==> src/rtl/fde_pkg.sv <==
package fde_pkg;
  // Register byte offsets on the Wishbone slave
  localparam logic [4:0] OFS_HARD_STATUS = 5'h00;
  localparam logic [4:0] OFS_MEM_STATUS = 5'h04;
  localparam logic [4:0] OFS_BUS_STATUS = 5'h08;
  localparam logic [4:0] OFS_USAGE_STATUS = 5'h0C;
  localparam logic [4:0] OFS_MEM_ADDR = 5'h10;
  localparam logic [4:0] OFS_BUS_ADDR = 5'h14;
  localparam logic [4:0] OFS_PRIORITY = 5'h18;
  localparam logic [4:0] OFS_CONTROL = 5'h1C;
  // Hard fault status bits
  localparam int HS_VECTOR = 0;
  localparam int HS_ESCALATED = 1;
  // Memory-management status bits
  localparam int MS_INSTR = 0;
  localparam int MS_DATA = 1;
  localparam int MS_UNSTACK = 2;
  localparam int MS_STACK = 3;
  localparam int MS_ADDR_VALID = 4;
  // Bus status bits
  localparam int BS_INSTR = 0;
  localparam int BS_PRECISE = 1;
  localparam int BS_INEXACT = 2;
  localparam int BS_UNSTACK = 3;
  localparam int BS_STACK = 4;
  localparam int BS_ADDR_VALID = 5;
  // Usage status bits
  localparam int US_UNDEFINED_INSTR_FLAG = 0;
  localparam int US_INVSTATE = 1;
  localparam int US_INVRET = 2;
  localparam int US_NO_COPROCESSOR_FLAG = 3;
  localparam int US_UNALIGNED_ACCESS_FLAG = 4;
  localparam int US_DIVIDE_ZERO_FLAG = 5;
  // Control register bits: handler enables for the configurable classes
  localparam int CT_MEM_EN = 0;
  localparam int CT_BUS_EN = 1;
  localparam int CT_USAGE_EN = 2;
  // Priority register fields, 8 bits per class
  localparam int PRI_W = 8;
  localparam int PRI_MEM_LSB = 0;
  localparam int PRI_BUS_LSB = 8;
  localparam int PRI_USAGE_LSB = 16;
  localparam logic [PRI_W-1:0] PRI_RESET = 8'h00;
  // Exception return pattern: upper 28 bits all ones
  localparam logic [27:0] RET_UPPER = 28'hFFFFFFF;
  localparam logic [3:0] RET_HANDLER_MAIN = 4'h1;
  localparam logic [3:0] RET_THREAD_MAIN = 4'h9;
  localparam logic [3:0] RET_THREAD_PROC = 4'hD;
  // Fault classes reported to the pipeline
  typedef enum logic [2:0] {
    FDE_NONE, FDE_HARD, FDE_MEM, FDE_BUS, FDE_USAGE
  } fde_class_t;
  localparam logic [31:0] ZERO_WORD = 32'h00000000;
endpackage : fde_pkg

==> src/rtl/fde_evt_if.sv <==
`timescale 1ns/1ns
`default_nettype none
// Classified fault events passed from the classifier to the core
interface fde_evt_if;
  logic [4:0] mem_set;
  logic [5:0] bus_set;
  logic [5:0] usage_set;
  logic vector_err;
  logic mem_any;
  logic bus_any;
  logic usage_any;
  modport src (output mem_set, bus_set, usage_set, vector_err, mem_any, bus_any, usage_any);
  modport dst (input mem_set, bus_set, usage_set, vector_err, mem_any, bus_any, usage_any);
endinterface : fde_evt_if
`default_nettype wire

==> src/rtl/fde_classify.sv <==
`timescale 1ns/1ns
`default_nettype none
// Purely combinational sorting of raw fault sources into per-class flags
module fde_classify (
  input wire logic ifetch_mpu_viol_i,  // Instruction access denied by protection unit
  input wire logic ifetch_xn_i,        // Instruction fetched from non-executable region
  input wire logic ifetch_bus_err_i,   // Bus error on prefetch
  input wire logic vec_bus_err_i,      // Bus error on vector read
  input wire logic data_mpu_viol_i,    // Data access denied
  input wire logic data_bus_err_i,     // Precise data bus error
  input wire logic data_bus_inexact_i, // Imprecise data bus error
  input wire logic stack_mpu_viol_i,   // Protection violation while stacking
  input wire logic unstack_mpu_viol_i, // Protection violation while unstacking
  input wire logic stack_bus_err_i,    // Bus error while stacking
  input wire logic unstack_bus_err_i,  // Bus error while unstacking
  input wire logic no_coprocessor_flag_i,             // Coprocessor access
  input wire logic undefined_instr_flag_i,            // Undefined instruction
  input wire logic bad_isa_i,          // Attempt to leave the native instruction set
  input wire logic cont_bad_target_i,  // Continuation state on non load/store-multiple
  input wire logic exc_ret_i,          // Exception return attempted
  input wire logic [31:0] exc_ret_code_i, // Returned code
  input wire logic unaligned_access_flag_i,          // Illegal unaligned access
  input wire logic divide_zero_flag_i,             // Divide by zero
  fde_evt_if.src evt                   // Classified events
);
  // Only three codes with all-ones upper bits are legal returns
  function automatic logic ret_valid(input logic [31:0] c);
    ret_valid = (c[31:4] == fde_pkg::RET_UPPER) &&
                (c[3:0] == fde_pkg::RET_HANDLER_MAIN || c[3:0] == fde_pkg::RET_THREAD_MAIN ||
                 c[3:0] == fde_pkg::RET_THREAD_PROC);
  endfunction : ret_valid

  // Non-executable fetch faults whether or not the protection unit is on
  always_comb begin
    evt.mem_set = '0;
    evt.mem_set[fde_pkg::MS_INSTR] = ifetch_mpu_viol_i | ifetch_xn_i;
    evt.mem_set[fde_pkg::MS_DATA] = data_mpu_viol_i;
    evt.mem_set[fde_pkg::MS_STACK] = stack_mpu_viol_i;
    evt.mem_set[fde_pkg::MS_UNSTACK] = unstack_mpu_viol_i;
    evt.mem_set[fde_pkg::MS_ADDR_VALID] = data_mpu_viol_i;
  end

  // Bus class
  always_comb begin
    evt.bus_set = '0;
    evt.bus_set[fde_pkg::BS_STACK] = stack_bus_err_i;
    evt.bus_set[fde_pkg::BS_UNSTACK] = unstack_bus_err_i;
    evt.bus_set[fde_pkg::BS_INSTR] = ifetch_bus_err_i;
    evt.bus_set[fde_pkg::BS_PRECISE] = data_bus_err_i;
    evt.bus_set[fde_pkg::BS_INEXACT] = data_bus_inexact_i;
    evt.bus_set[fde_pkg::BS_ADDR_VALID] = data_bus_err_i;
  end

  // Usage class
  always_comb begin
    evt.usage_set = '0;
    evt.usage_set[fde_pkg::US_NO_COPROCESSOR_FLAG] = no_coprocessor_flag_i;
    evt.usage_set[fde_pkg::US_UNDEFINED_INSTR_FLAG] = undefined_instr_flag_i;
    evt.usage_set[fde_pkg::US_INVSTATE] = bad_isa_i | cont_bad_target_i;
    evt.usage_set[fde_pkg::US_INVRET] = exc_ret_i & ~ret_valid(exc_ret_code_i);
    evt.usage_set[fde_pkg::US_UNALIGNED_ACCESS_FLAG] = unaligned_access_flag_i;
    evt.usage_set[fde_pkg::US_DIVIDE_ZERO_FLAG] = divide_zero_flag_i;
  end

  assign evt.vector_err = vec_bus_err_i;
  assign evt.mem_any = |evt.mem_set;
  assign evt.bus_any = |evt.bus_set;
  assign evt.usage_any = |evt.usage_set;
endmodule : fde_classify
`default_nettype wire

==> src/rtl/fde_wb_regs.sv <==
`timescale 1ns/1ns
`default_nettype none
// Classic Wishbone slave: registered ack, read data from flops, write on the ack edge
module fde_wb_regs (
  input wire logic clk_i,             // Core clock
  input wire logic rst_i,             // Synchronous reset
  input wire logic wb_cyc_i,          // Cycle
  input wire logic wb_stb_i,          // Strobe
  input wire logic wb_we_i,           // Write enable
  input wire logic [4:0] wb_adr_i,    // Byte address
  input wire logic [3:0] wb_sel_i,    // Byte selects
  input wire logic [31:0] wb_dat_i,   // Write data
  input wire logic [255:0] rd_bus_i,  // Eight read words, word 0 lowest
  output logic [31:0] wb_dat_o,       // Read data
  output logic wb_ack_o,              // Acknowledge
  output logic wr_stb_o,              // Write accepted this cycle
  output logic [2:0] wr_idx_o,        // Word index written
  output logic [31:0] wr_mask_o       // Byte-lane bit mask
);
  logic req;
  assign req = wb_cyc_i & wb_stb_i & ~wb_ack_o;

  // Ack one cycle after the request; drops the cycle after
  always_ff @(posedge clk_i) begin
    if (rst_i) begin
      wb_ack_o <= 1'b0;
    end else begin
      wb_ack_o <= req;
    end
  end

  // Read data latched with the ack; unmapped offsets cannot exist in a 3-bit index
  always_ff @(posedge clk_i) begin
    if (rst_i) begin
      wb_dat_o <= fde_pkg::ZERO_WORD;
    end else if (req && !wb_we_i) begin
      wb_dat_o <= rd_bus_i[wb_adr_i[4:2]*32 +: 32];
    end
  end

  // Write lands on the edge at which the master sees ack, while its request still stands
  assign wr_stb_o = wb_cyc_i & wb_stb_i & wb_ack_o & wb_we_i;
  assign wr_idx_o = wb_adr_i[4:2];
  genvar g;
  for (g = 0; g < 4; g++) begin : g_lane
    assign wr_mask_o[g*8 +: 8] = {8{wb_sel_i[g]}};
  end
endmodule : fde_wb_regs
`default_nettype wire

==> src/rtl/fde_fault_unit.sv <==
// Our own choices: the address map and the Wishbone interface to the registers.
`timescale 1ns/1ns
`default_nettype none
module fde_fault_unit (
  input wire logic clk_i,               // Core clock, 10 MHz
  input wire logic rst_i,               // Synchronous reset, active high
  // Wishbone slave
  input wire logic wb_cyc_i,            // Cycle
  input wire logic wb_stb_i,            // Strobe
  input wire logic wb_we_i,             // Write enable
  input wire logic [4:0] wb_adr_i,      // Byte address
  input wire logic [3:0] wb_sel_i,      // Byte selects
  input wire logic [31:0] wb_dat_i,     // Write data
  output logic [31:0] wb_dat_o,         // Read data
  output logic wb_ack_o,                // Acknowledge
  // Fault sources from pipeline, bus interface and protection unit
  input wire logic ifetch_mpu_viol_i,   // Instruction access denied
  input wire logic ifetch_xn_i,         // Fetch from non-executable region
  input wire logic ifetch_bus_err_i,    // Prefetch bus error
  input wire logic vec_bus_err_i,       // Vector read bus error
  input wire logic data_mpu_viol_i,     // Data access denied
  input wire logic data_bus_err_i,      // Precise data bus error
  input wire logic data_bus_inexact_i,  // Imprecise data bus error
  input wire logic stack_mpu_viol_i,    // Violation while stacking
  input wire logic unstack_mpu_viol_i,  // Violation while unstacking
  input wire logic stack_bus_err_i,     // Bus error while stacking
  input wire logic unstack_bus_err_i,   // Bus error while unstacking
  input wire logic no_coprocessor_flag_i,              // Coprocessor access
  input wire logic undefined_instr_flag_i,             // Undefined instruction
  input wire logic bad_isa_i,           // Foreign instruction set
  input wire logic cont_bad_target_i,   // Bad continuation target
  input wire logic exc_ret_i,           // Exception return attempt
  input wire logic [31:0] exc_ret_code_i, // Returned code
  input wire logic unaligned_access_flag_i,           // Illegal unaligned access
  input wire logic divide_zero_flag_i,              // Divide by zero
  input wire logic [31:0] fault_addr_i, // Address of the faulting data access
  // Execution context
  input wire logic in_handler_i,        // Some exception handler is running
  input wire logic [7:0] cur_pri_i,     // Current execution priority, lower is more urgent
  input wire fde_pkg::fde_class_t active_class_i, // Class of running fault handler
  input wire logic in_nmi_i,            // NMI handler running
  input wire logic in_hard_i,           // Hard fault handler running
  input wire logic stacking_bus_entry_i,// Stacking on entry to bus fault handler
  input wire logic nmi_i,               // NMI request pulse
  input wire logic debug_halt_i,        // Debugger halt pulse
  // Results
  output fde_pkg::fde_class_t fault_take_o, // Exception to take this cycle
  output logic lockup_o                 // Processor locked up, no execution
);
  fde_evt_if evt ();

  fde_classify u_classify (
    .ifetch_mpu_viol_i(ifetch_mpu_viol_i),
    .ifetch_xn_i(ifetch_xn_i),
    .ifetch_bus_err_i(ifetch_bus_err_i),
    .vec_bus_err_i(vec_bus_err_i),
    .data_mpu_viol_i(data_mpu_viol_i),
    .data_bus_err_i(data_bus_err_i),
    .data_bus_inexact_i(data_bus_inexact_i),
    .stack_mpu_viol_i(stack_mpu_viol_i),
    .unstack_mpu_viol_i(unstack_mpu_viol_i),
    .stack_bus_err_i(stack_bus_err_i),
    .unstack_bus_err_i(unstack_bus_err_i),
    .no_coprocessor_flag_i(no_coprocessor_flag_i),
    .undefined_instr_flag_i(undefined_instr_flag_i),
    .bad_isa_i(bad_isa_i),
    .cont_bad_target_i(cont_bad_target_i),
    .exc_ret_i(exc_ret_i),
    .exc_ret_code_i(exc_ret_code_i),
    .unaligned_access_flag_i(unaligned_access_flag_i),
    .divide_zero_flag_i(divide_zero_flag_i),
    .evt(evt)
  );

  logic [1:0] hard_fault_status_reg;
  logic [4:0] mem_manage_fault_status_reg;
  logic [5:0] bus_fault_status_reg;
  logic [5:0] usage_fault_status_reg;
  logic [31:0] mem_manage_fault_address_reg;
  logic [31:0] bus_fault_address_reg;
  logic [23:0] system_handler_priority_reg;
  logic [2:0] system_handler_control_reg;
  logic lockup_reg;
  logic lock_from_nmi_reg;
  logic [255:0] rd_bus;
  logic wr_stb;
  logic [2:0] wr_idx;
  logic [31:0] wr_mask;

  fde_wb_regs u_regs (
    .clk_i(clk_i),
    .rst_i(rst_i),
    .wb_cyc_i(wb_cyc_i),
    .wb_stb_i(wb_stb_i),
    .wb_we_i(wb_we_i),
    .wb_adr_i(wb_adr_i),
    .wb_sel_i(wb_sel_i),
    .wb_dat_i(wb_dat_i),
    .rd_bus_i(rd_bus),
    .wb_dat_o(wb_dat_o),
    .wb_ack_o(wb_ack_o),
    .wr_stb_o(wr_stb),
    .wr_idx_o(wr_idx),
    .wr_mask_o(wr_mask)
  );

  // Write-one-to-clear mask per status word
  function automatic logic [31:0] w1c(input logic [2:0] idx, input logic [4:0] ofs,
                                      input logic stb, input logic [2:0] widx,
                                      input logic [31:0] m, input logic [31:0] d);
    w1c = (stb && widx == ofs[4:2]) ? (m & d) : fde_pkg::ZERO_WORD;
  endfunction : w1c

  logic [31:0] clr_hard, clr_mem, clr_bus, clr_usage;
  assign clr_hard = w1c(wr_idx, fde_pkg::OFS_HARD_STATUS, wr_stb, wr_idx, wr_mask, wb_dat_i);
  assign clr_mem = w1c(wr_idx, fde_pkg::OFS_MEM_STATUS, wr_stb, wr_idx, wr_mask, wb_dat_i);
  assign clr_bus = w1c(wr_idx, fde_pkg::OFS_BUS_STATUS, wr_stb, wr_idx, wr_mask, wb_dat_i);
  assign clr_usage = w1c(wr_idx, fde_pkg::OFS_USAGE_STATUS, wr_stb, wr_idx, wr_mask, wb_dat_i);

  // Priority fields, lower value is more urgent
  logic [7:0] pri_mem, pri_bus, pri_usage;
  assign pri_mem = system_handler_priority_reg[fde_pkg::PRI_MEM_LSB +: fde_pkg::PRI_W];
  assign pri_bus = system_handler_priority_reg[fde_pkg::PRI_BUS_LSB +: fde_pkg::PRI_W];
  assign pri_usage = system_handler_priority_reg[fde_pkg::PRI_USAGE_LSB +: fde_pkg::PRI_W];

  // Decide whether a configurable fault must escalate
  function automatic logic must_escalate(input fde_pkg::fde_class_t cls, input logic [7:0] pri,
                                         input logic en, input fde_pkg::fde_class_t act,
                                         input logic busy, input logic [7:0] cur);
    must_escalate = !en ||
                    (act == cls) ||
                    (busy && pri >= cur);
  endfunction : must_escalate

  logic esc_mem, esc_bus, esc_usage, esc_any, hard_now, bus_stack_exempt;
  // Stacking failure into the bus handler itself still runs the bus handler
  assign bus_stack_exempt = stacking_bus_entry_i & evt.bus_set[fde_pkg::BS_STACK];
  assign esc_mem = evt.mem_any &
    must_escalate(fde_pkg::FDE_MEM, pri_mem, system_handler_control_reg[fde_pkg::CT_MEM_EN],
                  active_class_i, in_handler_i, cur_pri_i);
  assign esc_bus = evt.bus_any & ~bus_stack_exempt &
    must_escalate(fde_pkg::FDE_BUS, pri_bus, system_handler_control_reg[fde_pkg::CT_BUS_EN],
                  active_class_i, in_handler_i, cur_pri_i);
  assign esc_usage = evt.usage_any &
    must_escalate(fde_pkg::FDE_USAGE, pri_usage, system_handler_control_reg[fde_pkg::CT_USAGE_EN],
                  active_class_i, in_handler_i, cur_pri_i);
  assign esc_any = esc_mem | esc_bus | esc_usage;
  assign hard_now = evt.vector_err | esc_any;

  // Exception selection; hard fault outranks every configurable class
  always_comb begin
    fault_take_o = fde_pkg::FDE_NONE;
    if (lockup_reg) begin
      fault_take_o = fde_pkg::FDE_NONE;
    end else if (hard_now) begin
      // A hard fault never preempts a running hard fault or NMI handler
      fault_take_o = (in_hard_i || in_nmi_i) ? fde_pkg::FDE_NONE : fde_pkg::FDE_HARD;
    end else if (evt.mem_any) begin
      fault_take_o = fde_pkg::FDE_MEM;
    end else if (evt.bus_any) begin
      fault_take_o = fde_pkg::FDE_BUS;
    end else if (evt.usage_any) begin
      fault_take_o = fde_pkg::FDE_USAGE;
    end
  end

  // Hard fault status; a set in the clear cycle wins
  always_ff @(posedge clk_i) begin
    if (rst_i) begin
      hard_fault_status_reg <= '0;
    end else begin
      hard_fault_status_reg <= (hard_fault_status_reg & ~clr_hard[1:0]) |
                               {esc_any, evt.vector_err};
    end
  end

  // Configurable class status words, sticky until written with ones
  always_ff @(posedge clk_i) begin
    if (rst_i) begin
      mem_manage_fault_status_reg <= '0;
      bus_fault_status_reg <= '0;
      usage_fault_status_reg <= '0;
    end else begin
      mem_manage_fault_status_reg <= (mem_manage_fault_status_reg & ~clr_mem[4:0]) | evt.mem_set;
      bus_fault_status_reg <= (bus_fault_status_reg & ~clr_bus[5:0]) | evt.bus_set;
      usage_fault_status_reg <= (usage_fault_status_reg & ~clr_usage[5:0]) | evt.usage_set;
    end
  end

  // Address capture; kept while its valid bit is set so the first fault is not overwritten
  always_ff @(posedge clk_i) begin
    if (rst_i) begin
      mem_manage_fault_address_reg <= fde_pkg::ZERO_WORD;
      bus_fault_address_reg <= fde_pkg::ZERO_WORD;
    end else begin
      // A clear of the valid bit in the same cycle frees the register for the new address
      if (evt.mem_set[fde_pkg::MS_ADDR_VALID] &&
          !(mem_manage_fault_status_reg[fde_pkg::MS_ADDR_VALID] & ~clr_mem[fde_pkg::MS_ADDR_VALID])) begin
        mem_manage_fault_address_reg <= fault_addr_i;
      end
      if (evt.bus_set[fde_pkg::BS_ADDR_VALID] &&
          !(bus_fault_status_reg[fde_pkg::BS_ADDR_VALID] & ~clr_bus[fde_pkg::BS_ADDR_VALID])) begin
        bus_fault_address_reg <= fault_addr_i;
      end
    end
  end

  // Priority and enable registers, byte-lane writes
  always_ff @(posedge clk_i) begin
    if (rst_i) begin
      system_handler_priority_reg <= {3{fde_pkg::PRI_RESET}};
      system_handler_control_reg <= '0;
    end else if (wr_stb) begin
      if (wr_idx == fde_pkg::OFS_PRIORITY[4:2]) begin
        system_handler_priority_reg <= (system_handler_priority_reg & ~wr_mask[23:0]) |
                                       (wb_dat_i[23:0] & wr_mask[23:0]);
      end
      if (wr_idx == fde_pkg::OFS_CONTROL[4:2] && wr_mask[0]) begin
        system_handler_control_reg <= wb_dat_i[2:0];
      end
    end
  end

  // Lockup: hard fault while in NMI or hard fault handler stops execution
  always_ff @(posedge clk_i) begin
    if (rst_i) begin
      lockup_reg <= 1'b0;
      lock_from_nmi_reg <= 1'b0;
    end else if (!lockup_reg) begin
      if (hard_now && (in_nmi_i || in_hard_i)) begin
        lockup_reg <= 1'b1;
        lock_from_nmi_reg <= in_nmi_i;
      end
    end else if (debug_halt_i || (nmi_i && !lock_from_nmi_reg)) begin
      lockup_reg <= 1'b0;
      lock_from_nmi_reg <= 1'b0;
    end
  end
  assign lockup_o = lockup_reg;

  // Read map, word index order
  always_comb begin
    rd_bus = '0;
    rd_bus[fde_pkg::OFS_HARD_STATUS[4:2]*32 +: 32] = {30'h00000000, hard_fault_status_reg};
    rd_bus[fde_pkg::OFS_MEM_STATUS[4:2]*32 +: 32] = {27'h0000000, mem_manage_fault_status_reg};
    rd_bus[fde_pkg::OFS_BUS_STATUS[4:2]*32 +: 32] = {26'h0000000, bus_fault_status_reg};
    rd_bus[fde_pkg::OFS_USAGE_STATUS[4:2]*32 +: 32] = {26'h0000000, usage_fault_status_reg};
    rd_bus[fde_pkg::OFS_MEM_ADDR[4:2]*32 +: 32] = mem_manage_fault_address_reg;
    rd_bus[fde_pkg::OFS_BUS_ADDR[4:2]*32 +: 32] = bus_fault_address_reg;
    rd_bus[fde_pkg::OFS_PRIORITY[4:2]*32 +: 32] = {8'h00, system_handler_priority_reg};
    rd_bus[fde_pkg::OFS_CONTROL[4:2]*32 +: 32] = {28'h0000000, lockup_reg, system_handler_control_reg};
  end
endmodule : fde_fault_unit
`default_nettype wire

==> config.mk <==
export PLATFORM = sky130hd
export DESIGN_NAME = fde_fault_unit
export DESIGN_NICKNAME = d
export VERILOG_FILES = /design/src/rtl/fde_pkg.sv /design/src/rtl/fde_evt_if.sv /design/src/rtl/fde_classify.sv /design/src/rtl/fde_wb_regs.sv /design/src/rtl/fde_fault_unit.sv
export SDC_FILE = /design/constraint.sdc
export NUM_CORES = 1
export LEC_CHECK = 0
export BUFFER_PORTS_ARGS = -buffer_cell sky130_fd_sc_hd__buf_2
export CAP_MARGIN = 5
export CORE_ASPECT_RATIO = 1.75
export CORE_MARGIN = 3
export CORE_UTILIZATION = 40
export CTS_CLUSTER_DIAMETER = 60
export DETAILED_ROUTE_END_ITERATION = 6
export PLACE_DENSITY = 0.68
export SLEW_MARGIN = 0
export SYNTH_ARGS = -nofsm -noshare
export SYNTH_HDL_FRONTEND = slang
export SYNTH_SLANG_ARGS = --single-unit
export TNS_END_PERCENT = 1
==> constraint.sdc <==
create_clock -name clk_i -period 3.9 [get_ports clk_i]
set_clock_uncertainty 0.1 [all_clocks]
set_input_delay 0.585 -clock clk_i [delete_from_list [all_inputs] [get_ports clk_i]]
set_output_delay 0.585 -clock clk_i [all_outputs]
set_load 0.05 [all_outputs]
* Word-level counts from Yosys, hierarchy flattened
Index checks and enable logic that the tools add are counted.
** Word-level totals
- Word-level logic and storage cells :: 123
- Output and inout bits :: 37
- Register bits after elaboration :: 145
- Input bits :: 145
** Operators by class
- Magnitude comparators :: 3
- Muxes and demuxes :: 16
- Equal/unequal tests :: 13
- Shifts and indexed selects :: 1
- Bitwise logic cells :: 39
- Reductions and logical operators :: 39
** Operators with widths (number)
- $shiftx A256 B9 Y32 :: 1
- $and A24 B24 Y24 :: 2
- $eq A28 B28 Y1 const B :: 1
- $ge A8 B8 Y1 :: 3
- $not A24 Y24 :: 1
- $or A24 B24 Y24 :: 1
- $and A6 B6 Y6 :: 3
- $mux W3 :: 5
- $logic_and A1 B1 Y1 :: 14
- $and A1 B1 Y1 :: 12
- $eq A3 B2 Y1 const B :: 4
- $mux W6 :: 2
- $not A6 Y6 :: 2
- $or A6 B6 Y6 :: 2
- $logic_or A1 B1 Y1 :: 10
- $eq A3 B3 Y1 const B :: 3
- $eq A4 B4 Y1 const B :: 2
- $logic_not A1 Y1 :: 7
- $mux W1 :: 7
- $reduce_and A2 Y1 :: 3
- $reduce_or A6 Y1 :: 1
- $and A5 B5 Y5 :: 1
- $mux W5 :: 1
- $not A1 Y1 :: 5
- other kinds (14) :: 18

* Depth between registers and ports, before layout
Gate-level depths: netlist (run 1).
- Depth after elaboration :: 13
- Gate-level depth with buffers :: 10
- Gate-level depth less buffers :: 9

* Cells and area by module
Synthesis (run 1) repeated with hierarchy kept, for this count alone.
** Unflattened totals
- Cell total of the unflattened synthesis :: 1056
- Area total of the unflattened synthesis :: 8703.3 µm²
** By module, submodules not included
- fde_fault_unit :: cells an instance 616, seq. area each 2242.2 µm², area each 4834.6 µm², times used 1
- fde_wb_regs :: cells an instance 406, seq. area each 660.6 µm², area each 3629.7 µm², times used 1
- fde_classify :: cells an instance 34, seq. area each 0.0 µm², area each 239.0 µm², times used 1

* Worst setup path before layout (run 1)
OpenSTA, ideal clock, no wires.
- Kind :: input-to-output
- Start point :: input port exc_ret_code_i[1]
- End point :: output port fault_take_o[2]
- Data arrival time :: 3.383 ns
- Stages on the path :: 6
- Data required time :: 3.215 ns
- Path slack :: -0.168 ns
- Buffers on the path :: 0
- Cells stage by stage :: nand4b_1 > or4_1 > o41a_1 > nor2_4 > o211ai_4 > nor4_1
** Between the ends
- Longest elaborated chain between the ends :: 12
- Elaborated cells between the ends (all ways) :: 17
- Classes of those cells :: eq/ne (3); mux (5); bitwise (5); reduce/logical (4)
** RTL lines
- start: declaration :: line fde_fault_unit.sv:33 : input wire logic [31:0] exc_ret_code_i,
- $eq A4 B1 Y1 or $eq A4 B4 Y1 (tied branches) :: line fde_classify.sv:29 : (c[3:0] == fde_pkg::RET_HANDLER_MAIN || c[3:0] == fde_pkg::RET_THREAD_MAIN ||
- $logic_or A1 B1 Y1 :: line fde_classify.sv:29
- $logic_or A1 B1 Y1 (*) :: line fde_classify.sv:29
- $logic_and A1 B1 Y1 (*) :: line fde_classify.sv:28 : ret_valid = (c[31:4] == fde_pkg::RET_UPPER) &&
- $not A1 Y1 (*) :: line fde_classify.sv:60 : evt.usage_set[fde_pkg::US_INVRET] = exc_ret_i & ~ret_valid(exc_ret_code_i);
- $and A1 B1 Y1 (*) :: line fde_classify.sv:60
- $reduce_or A6 Y1 (*) :: line fde_classify.sv:68 : assign evt.usage_any = |evt.usage_set;
- $mux W3 or $and A1 B1 Y1 (tied branches) :: line fde_fault_unit.sv:162, fde_fault_unit.sv:144
- $mux W3 or $or A1 B1 Y1 (tied branches) :: line fde_fault_unit.sv:160, fde_fault_unit.sv:147
- $mux W3 or $or A1 B1 Y1 (tied branches) :: line fde_fault_unit.sv:158, fde_fault_unit.sv:148
- $mux W3 (*) :: line fde_fault_unit.sv:155 : end else if (hard_now) begin
- $mux W3 (*) :: line fde_fault_unit.sv:153 : if (lockup_reg) begin
- end: declaration :: line fde_fault_unit.sv:47 : output fde_pkg::fde_class_t fault_take_o,
Every way passes the cells marked *; elsewhere a longest branch is shown, timed or not.

==> results.py, run 1 <==
metrics = {
    "status": {
        "status": "finished clean",
    },
    "floorplanning": {
        "start_util_pct": 41.3,
        "rows": 61,
        "coreArea_sq_um": 16100,
        "fp.dieArea_sq_um": 18300,
        "die_y_microns": 177,
        "die_w_microns": 103,
        "io-pin-count": 182,
    },
    "clock_network": {
        "cts_made_buffers": 17,
        "clock-sinks": 145,
        "cts_root_buf": "clkbuf_16",
        "ctsHtreeMaxLevel": 4,
        "clockBufferDepth": 2,
        "post_cts_buffers": 0,
        "cts_tree": "yes",
        "clk_latency_ns": 0.41,
        "cts_resized": 0,
        "path_clk_slew_ns": 0.06,
        "cts.hold.buffers_added": 0,
    },
    "synth": {
        "yosys.area.top_type": "dfxtp_1",
        "synthTopCellsByArea": "dfxtp_1 (44%), nand2_1 (11%), a21oi_1 (9.1%)",
        "synth_top_family_by_area": "simple AND/OR/NAND/NOR gates",
        "yosysTopAreaCellShare_pct": 43.7,
        "syn_avg_cell_area_sq_um": 8.01,
        "synth_async_sr_flop_share_pct": 0,
        "ys.warnings.count": 0,
        "synth_area_sq_um": 6650,
        "synthXorXnorAreaFrac_pct": 0,
        "synth_seq_cells": 145,
        "synth_fa_ha_area_share_pct": 4.52,
        "synthMuxAreaShare_pct": 7.64,
        "yosysSeqAreaShare_pct": 43.7,
        "synth_fp_nets": 999,
        "synthSimpleGateAreaFrac_pct": 20.5,
        "syn_inst": 830,
        "synth_compound_area_share_pct": 18.9,
        "synth_cell_types": 51,
        "synth_edf_count": 0,
        "synth_flop_cell": "dfxtp_1",
    },
    "placement": {
        "place_hpwl_microns": 14200,
        "placed_cells": 1173,
        "gp_congestion": 0.874,
        "io_buffers": 170,
    },
    "grt": {
        "grt_first_pass_wirelength_microns": 31300,
        "gr-total-overflow": 0,
        "grt_pass1_vias": 6145,
        "grtUsageTotal_pct": 21.9,
        "antenna_found_initial": 0,
        "grt_max_degree": 78,
    },
    "sta": {
        "tightest_slew_ns": 0.897,
        "rsz0062_at_grt": "no",
        "setup_viol": 0,
        "period_minus_slack_ns": 3.68,
        "min_period_over_period_pct": 94.4,
        "hold_ws_ns": 0.310,
        "hold_viol_final": 0,
        "slew_violations": 0,
        "max_freq_mhz": 272,
        "finalSetupTns_ns": 0,
        "max_slew_margin_pct": 39.8,
    },
    "finish": {
        "syn_to_final_growth_pct": 24.1,
        "diodes": 0,
        "drive_gt1_share_pct": 22.9,
        "layoutNonFillerInstCount": 1205,
        "finish.net_count": 1141,
    },
    "drt": {
        "wl_per_cell_microns": 16.3,
        "vias_per_cell": 5.25,
        "num_vias": 6329,
        "detail-route-antenna-nets": 0,
        "totalWireLength_microns": 19600,
        "drtIter0Drc": 269,
        "remaining_drc_errors": 0,
        "dr.pass1.iters": 5,
    },
    "worst_hold_path": {
        "min_path_type": "in2reg",
        "hold_start": "ifetch_bus_err_i",
        "worstHoldEndpoint": "bus_fault_status_reg[0]",
        "min_path_cells": 3,
    },
    "critical_path": {
        "regToRegEndpoint": "bus_fault_address_reg[5]",
        "start_kind": "flop",
        "end_kind": "output port",
        "rrSetupSlack_ns": 1.51,
        "timing.rr.start": "u_regs.wb_ack_o",
        "crit_arrival_ns": 3.00,
        "cp.required_ns": 3.21,
        "reg2regPathDepth": 8,
        "path_class": "reg2out",
        "cp_max_fo": 6,
    },
    "run": {
        "maxCapViolations": 0,
    },
    "power_and_ir_drop": {
        "powerDensity_nw_per_um2": 431,
        "ir_drop_v": 0.000247,
        "p_leak_nw": 3.51,
    },
}
==> layer usage <==
metal | wire (microns) | vias up | share of wire (%) | global-route usage (%)
met5 | 0 | - | 0 | 0
met4 | 629 | 0 | 3.2 | 8.37
met3 | 933 | 33 | 4.8 | 3.84
met2 | 10100 | 186 | 52 | 37.6
met1 | 7910 | 2953 | 40 | 26.6
li1 | - | 3157 | - | -
==> synth_stat cells, drive strengths merged, types with 4 or more instances <==
cell / number
nor2: 57
dfxtp: 145
inv: 27
a21oi: 122
mux4: 6
nand4: 8
a211oi: 6
clkbuf: 56
or4: 5
mux2i: 35
a31oi: 4
ha: 24
a32oi: 6
o21ai: 38
nand2: 195
a22oi: 19
nand3: 20
nor3: 12
==> cell usage in the layout (no fill, tap or decap), drive strengths merged, types with 2 or more instances in the layout <==
| cell | instances |
|---|---|
| nor4 | 2 |
| or4 | 5 |
| o211ai | 3 |
| nand4 | 8 |
| nand2 | 195 |
| mux2i | 35 |
| and3 | 2 |
| a21o | 2 |
| clkinv | 3 |
| dfxtp | 145 |
| nor2 | 57 |
| buf | 181 |
| o21ai | 38 |
| a211oi | 6 |
| mux2 | 2 |
| nor2b | 3 |
| clkbuf | 19 |
| bufinv | 2 |
| nand3 | 20 |
| inv | 32 |
| and2 | 3 |
| a21oi | 122 |
| mux4 | 6 |
| a32oi | 6 |
| clkinvlp | 3 |
| a211o | 3 |
| a31oi | 4 |
| o2111ai | 2 |
| nor3 | 12 |
| nand2b | 3 |
| a22oi | 19 |
| ha | 24 |
| nor3b | 3 |
==> report_power, final <==
| part | switching, mW | leakage [nW] | total [mW] | internal, mW |
|---|---|---|---|---|
| logic | 0.222 | 2.05 | 0.359 | 0.138 |
| registers | 0.0284 | 1.19 | 1.57 | 1.54 |
| clock network | 0.660 | 0.281 | 1.63 | 0.970 |
==> worst max path at each step <==
stage,start,endpoint,depth (start not counted)
after floorplan,exc_ret_code_i[1],fault_take_o[0],7
after global placement,exc_ret_code_i[1],fault_take_o[0],9
after detailed placement,exc_ret_code_i[1],fault_take_o[0],9
after CTS,flop,fault_take_o[0],11
after global routing,flop,fault_take_o[0],11
final,flop,fault_take_o[0],11
==> area by class of cell <==
cell class                 instances  area, sq um
tap                              220          275
timing repair buffer             181          948
clock inverter                    13          149
clock buffer                      19          443
sequential                       145         2900
inverter                          27          101
fill                            1631         7850
multi-input combinational        600         3430
==> logic make-up after synthesis <==
| family | count (synthesis) |
|---|---|
| buffers and inverters | 85 |
| and+or+nand+nor | 320 |
| muxes | 43 |
| adders and majority gates | 24 |
| DFF | 145 |
| AOI/OAI and AO/OA | 213 |
==> worst max-delay path, stage by stage (launching register included) <==
cell and delay, ns:
dfxtp_1 0.41, inv_1 0.07, ha_1 0.26, nand2b_1 0.14, a21o_1 0.17, a211o_1 0.29, a21oi_1 0.15, buf_4 0.15
o211ai_4 0.11, or4_1 0.41, a21oi_1 0.14, buf_2 0.27
==> through the flow <==
stage / worst slack [ns] / power (mW) / util, % / area (sq um)
3_5_place_dp: 0.252 / 1.96 / 47.6 / 7660
2_1_floorplan: 0.0807 / 1.81 / - / 6660
4_1_cts: 0.211 / 3.58 / 51.2 / 8250
5_1_grt: 0.0486 / 3.69 / 51.2 / 8250
6_report: 0.220 / 3.56 / 51.2 / 8250
3_3_place_gp: 0.245 / 1.95 / 47.6 / 7660
(Power assumes the default switching activity.)
==> run 2: changes to the inputs <==
PLACE_DENSITY = 0.65   (was 0.68)
SYNTH_HIERARCHICAL = 1   (was not set)
==> run 2 against run 1 <==
Wire length up 24%. Hold slack worse by 0.013 ns. Largest cell class unchanged. Critical path type is now in2out. Core utilization decreased by 1.5 points.
==> results.py, run 2 <==
metrics = {
    "drt": {
        "remaining_drc_errors": 0,
        "dr.pass1.iters": 5,
        "wl_per_cell_microns": 15.3,
        "totalWireLength_microns": 24400,
        "detail-route-antenna-nets": 0,
        "vias_per_cell": 4.91,
        "drtIter0Drc": 524,
        "num_vias": 7814,
    },
    "grt": {
        "grt_pass1_vias": 7662,
        "grt_first_pass_wirelength_microns": 38700,
        "grtUsageTotal_pct": 21.0,
        "antenna_found_initial": 1,
        "grt_max_degree": 71,
        "gr-total-overflow": 0,
    },
    "sta": {
        "setup_viol": 0,
        "min_period_over_period_pct": 99.0,
        "max_slew_margin_pct": 45.3,
        "hold_viol_final": 0,
        "slew_violations": 0,
        "setup_slack_ns": 0.0398,
        "rsz0062_at_grt": "yes",
        "max_freq_mhz": 259,
        "tightest_slew_ns": 0.821,
        "period_minus_slack_ns": 3.86,
        "hold_ws_ns": 0.297,
    },
    "clock_network": {
        "cts_tree": "yes",
        "ctsHtreeMaxLevel": 4,
        "clockBufferDepth": 2,
        "cts_root_buf": "clkbuf_16",
        "cts_made_buffers": 17,
        "clock-sinks": 145,
        "path_clk_slew_ns": 0.06,
        "clk_latency_ns": 0.43,
    },
    "finish": {
        "syn_to_final_growth_pct": 21.5,
        "fin_util_pct": 49.8,
        "layoutNonFillerInstCount": 1591,
        "final_cell_mix": "nand2_1 (196), buf_2 (165), dfxtp_1 (145), conb_1 (145), a21oi_1 (144)",
        "layout_commonest_cell": "nand2_1",
        "finish.net_count": 1457,
        "n_fill_cell": 2145,
        "design_area_sq_um": 10500,
        "drive_gt1_share_pct": 21.1,
    },
    "floorplanning": {
        "io-pin-count": 182,
        "start_util_pct": 40.9,
        "fp.dieArea_sq_um": 23500,
        "die_y_microns": 200,
        "rows": 70,
        "die_w_microns": 117,
        "coreArea_sq_um": 21100,
    },
    "run": {
        "maxCapViolations": 0,
    },
    "power_and_ir_drop": {
        "p_leak_nw": 4.74,
        "powerDensity_nw_per_um2": 373,
        "ir_drop_v": 0.000329,
    },
    "critical_path": {
        "slowest_delay_ns": 0.48,
        "path_cells": "buf_2 > nand4b_1 > or4_1 > o41a_1 > or3_4 > a22o_1 > a211o_4 > nor4_4 > buf_6",
        "cp_max_fo": 5,
        "crit_arrival_ns": 3.18,
        "end_kind": "output port",
        "cp.required_ns": 3.21,
        "slowest_stage": "or4_1",
        "crit_family": "simple AND/OR/NAND/NOR gates",
        "start_kind": "input port",
        "path_class": "in2out",
        "critPathBufInv": 2,
    },
    "placement": {
        "place_hpwl_microns": 17700,
        "io_buffers": 170,
        "placed_cells": 1555,
        "gp_congestion": 0.827,
        "place_ws_ns": -0.244,
        "placed_cell_area_sq_um": 9840,
    },
    "synth": {
        "synth_area_sq_um": 8640,
        "syn_inst": 1048,
        "ys.warnings.count": 6,
        "syn_avg_cell_area_sq_um": 8.25,
    },
    "worst_hold_path": {
        "min_path_type": "in2reg",
    },
    "status": {
        "status": "finished clean",
    },
}
==> run 2: final timing paths <==
path                                        start                         endpoint  slack [ns]  cells after the start
hold reg to reg   mem_manage_fault_address_reg[4]  mem_manage_fault_address_reg[4]        0.35                      2
setup reg to reg                  u_regs/wb_ack_o        bus_fault_address_reg[29]        1.29                      9
setup / recovery                exc_ret_code_i[1]                  fault_take_o[2]        0.04                      9
hold / removal                 divide_zero_flag_i        usage_fault_status_reg[5]        0.30                      3
==> run 2: metal layers <==
layer / up-vias / wire length (microns) / track usage (%)
li1: 3983 / - / -
met5: - / 0 / 0
met2: 195 / 12800 / 37.6
met4: 0 / 843 / 9.10
met3: 42 / 1110 / 4.19
met1: 3594 / 9620 / 23.4
==> run 2: metrics by stage <==
| step | TNS, ns | total power [mW] |
|---|---|---|
| after floorplan | -0.285 | 2.09 |
| after global placement | -0.530 | 2.24 |
| after detailed placement | -0.617 | 2.25 |
| after CTS | 0 | 3.95 |
| after global routing | -0.0147 | 4.09 |
| final | 0 | 3.92 |
==> run 2: timing repair <==
item / in CTS / in global routing
setup endpoints to repair: 3 / 3
pin swaps: 2 / 3
setup buffers: 1 / 1
hold buffers: 0 / 0
endpoints found under the hold margin: 0 / 0
cloned: 0 / 0
gates resized for setup: 7 / 2
==> run 2: layout make-up <==
| type | instances | area, sq um | share of cell area (%) |
|---|---|---|---|
| Multi-Input combinational cell | 901 | 5460 | 52.0 |
| Sequential cell | 145 | 2900 | 27.6 |
| Timing Repair Buffer | 191 | 1040 | 9.95 |
| Clock buffer | 17 | 425 | 4.05 |
| Tap cell | 288 | 360 | 3.43 |
| Clock inverter | 15 | 184 | 1.75 |
| Inverter | 32 | 120 | 1.14 |
| Antenna cell | 2 | 5.00 | 0.0476 |
==> run 2: report_power, final <==
part	leakage, nW	switching [mW]	internal [mW]
registers	1.19	0.0381	1.55
logic	3.26	0.400	0.237
clock network	0.290	0.677	1.01
==> run 2: worst reg2reg max path, delay by kind of cell, from the launching register on <==
family	cells	cell delay, ns
and+or+nand+nor	6	1.26
buffers and inverters	1	0.38
DFF	1	0.43
AOI/OAI and AO/OA	2	0.38
==> run 3: changes to the inputs <==
BUFFER_PORTS_ARGS = not set   (was -buffer_cell sky130_fd_sc_hd__buf_2)
CTS_CLUSTER_DIAMETER = 100   (was 60)
DONT_BUFFER_PORTS = 1   (was not set)
PLACE_DENSITY = 0.58   (was 0.65)
clock period = 4.6 ns   (was 3.9 ns; I/O delays follow)
==> run 3 against run 2 <==
Count of clock-buffer cells in the layout increased by 2. Global-route usage decreased by 0.10 points. Largest cell class unchanged. Critical path type unchanged. Largest power group unchanged. Final cell count decreased by 12%. Highest routed layer unchanged.
==> results.py, run 3 (synthesis gave the netlist of run 2 again) <==
metrics = {
    "power_and_ir_drop": {
        "ir_drop_v": 0.000224,
        "p_leak_nw": 3.97,
        "powerDensity_nw_per_um2": 338,
    },
    "sta": {
        "finalSetupTns_ns": 0,
        "slew_violations": 0,
        "period_minus_slack_ns": 4.24,
        "min_period_over_period_pct": 92.1,
        "tightest_slew_ns": 0.914,
        "rsz0062_at_grt": "no",
        "setup_viol": 0,
        "max_freq_mhz": 236,
        "max_slew_margin_pct": 39.0,
        "hold_viol_final": 0,
    },
    "floorplanning": {
        "start_util_pct": 40.9,
        "die_y_microns": 200,
        "coreArea_sq_um": 21100,
        "fp.dieArea_sq_um": 23500,
        "rows": 70,
        "die_w_microns": 117,
        "io-pin-count": 182,
    },
    "drt": {
        "detail-route-antenna-nets": 0,
        "drtIter0Drc": 390,
        "vias_per_cell": 5.13,
        "totalWireLength_microns": 24700,
        "wl_per_cell_microns": 17.6,
        "remaining_drc_errors": 0,
        "num_vias": 7213,
        "dr.pass1.iters": 5,
    },
    "critical_path": {
        "rrSetupSlack_ns": 1.66,
        "end_kind": "output port",
        "start_kind": "input port",
        "crit_arrival_ns": 3.45,
        "cp.required_ns": 3.81,
        "cp_max_fo": 3,
        "path_class": "in2out",
    },
    "status": {
        "status": "finished clean",
    },
    "finish": {
        "multi_input_area_sq_um": 5450,
        "syn_to_final_growth_pct": 10.3,
        "final_cell_mix": "nand2_1 (195), dfxtp_1 (145), conb_1 (145)",
        "finish.net_count": 1276,
        "drive_gt1_share_pct": 7.86,
        "seq_area_sq_um": 2900,
        "n_fill_cell": 2129,
        "layout_commonest_cell": "nand2_1",
        "design_area_sq_um": 9530,
        "diodes": 0,
    },
    "clock_network": {
        "clk_latency_ns": 0.43,
        "clockBufferDepth": 2,
        "cts_root_buf": "clkbuf_16",
        "ctsHtreeMaxLevel": 4,
        "clock-sinks": 145,
        "cts_tree": "yes",
        "path_clk_slew_ns": 0.06,
        "cts_made_buffers": 17,
        "post_cts_buffers": 0,
        "cts.hold.buffers_added": 0,
        "cts_resized": 0,
    },
    "placement": {
        "gp_congestion": 0.816,
        "io_buffers": 0,
        "placed_cell_area_sq_um": 8900,
        "place_hpwl_microns": 16900,
    },
    "grt": {
        "grt_pass1_vias": 6888,
        "gr-total-overflow": 0,
        "grt_max_degree": 147,
        "grt_first_pass_wirelength_microns": 37500,
        "grtUsageTotal_pct": 20.9,
        "antenna_found_initial": 0,
    },
    "run": {
        "maxCapViolations": 0,
    },
    "worst_hold_path": {
        "min_path_type": "in2reg",
    },
}
run 3: power by group:
| group | total (mW) | switching, mW | internal (mW) |
|---|---|---|---|
| Clock | 1.48 | 0.563 | 0.922 |
| Combinational | 0.335 | 0.192 | 0.143 |
| Sequential | 1.41 | 0.0892 | 1.32 |
run 3: area by class of cell:
| type | instances | area share [%] |
|---|---|---|
| clock buffer | 19 | 4.65 |
| clock inverter | 12 | 1.92 |
| inverter | 32 | 1.26 |
| multi-input combinational | 901 | 57.1 |
| sequential | 145 | 30.5 |
| tap | 288 | 3.78 |
| timing repair buffer | 10 | 0.788 |
run 3: per-stage QoR:
step	util [%]	power, mW	std cells	hold WS, ns	setup WS, ns
finish	45.2	3.22	1407	0.233	0.364
global route	45.2	3.36	1407	0.211	0.254
CTS	45.2	3.26	1407	0.215	0.330
detailed placement	42.2	1.77	1376	0.341	0.344
global placement	42.2	1.76	1376	0.337	0.352
floorplan	-	1.78	1192	0.336	0.188
run 3: critical path, stage by stage:
cell and delay, ns:
nand4b_1 0.15, or4_1 0.51, o41a_1 0.45, or3_1 0.47, a22o_1 0.25, a211oi_1 0.37
nand4b_1 0.16, a21oi_1 0.17, buf_4 0.23
run 3: path summary, 6_finish.rpt:
kind,to,start,depth (start not counted)
setup / recovery,fault_take_o[0],exc_ret_code_i[1],9
hold / removal,flop,rst_i,1
setup reg to reg,mem_manage_fault_address_reg[19],u_regs/wb_ack_o,7
hold reg to reg,bus_fault_address_reg[16],bus_fault_address_reg[16],2
run 3: per-layer routing:
metal / wire, microns / global-route usage, % / up-vias
met3: 1250 / 4.62 / 31
met2: 13500 / 38.6 / 171
met4: 755 / 8.41 / 0
li1: - / - / 3617
met5: 0 / 0 / -
met1: 9270 / 22.3 / 3394
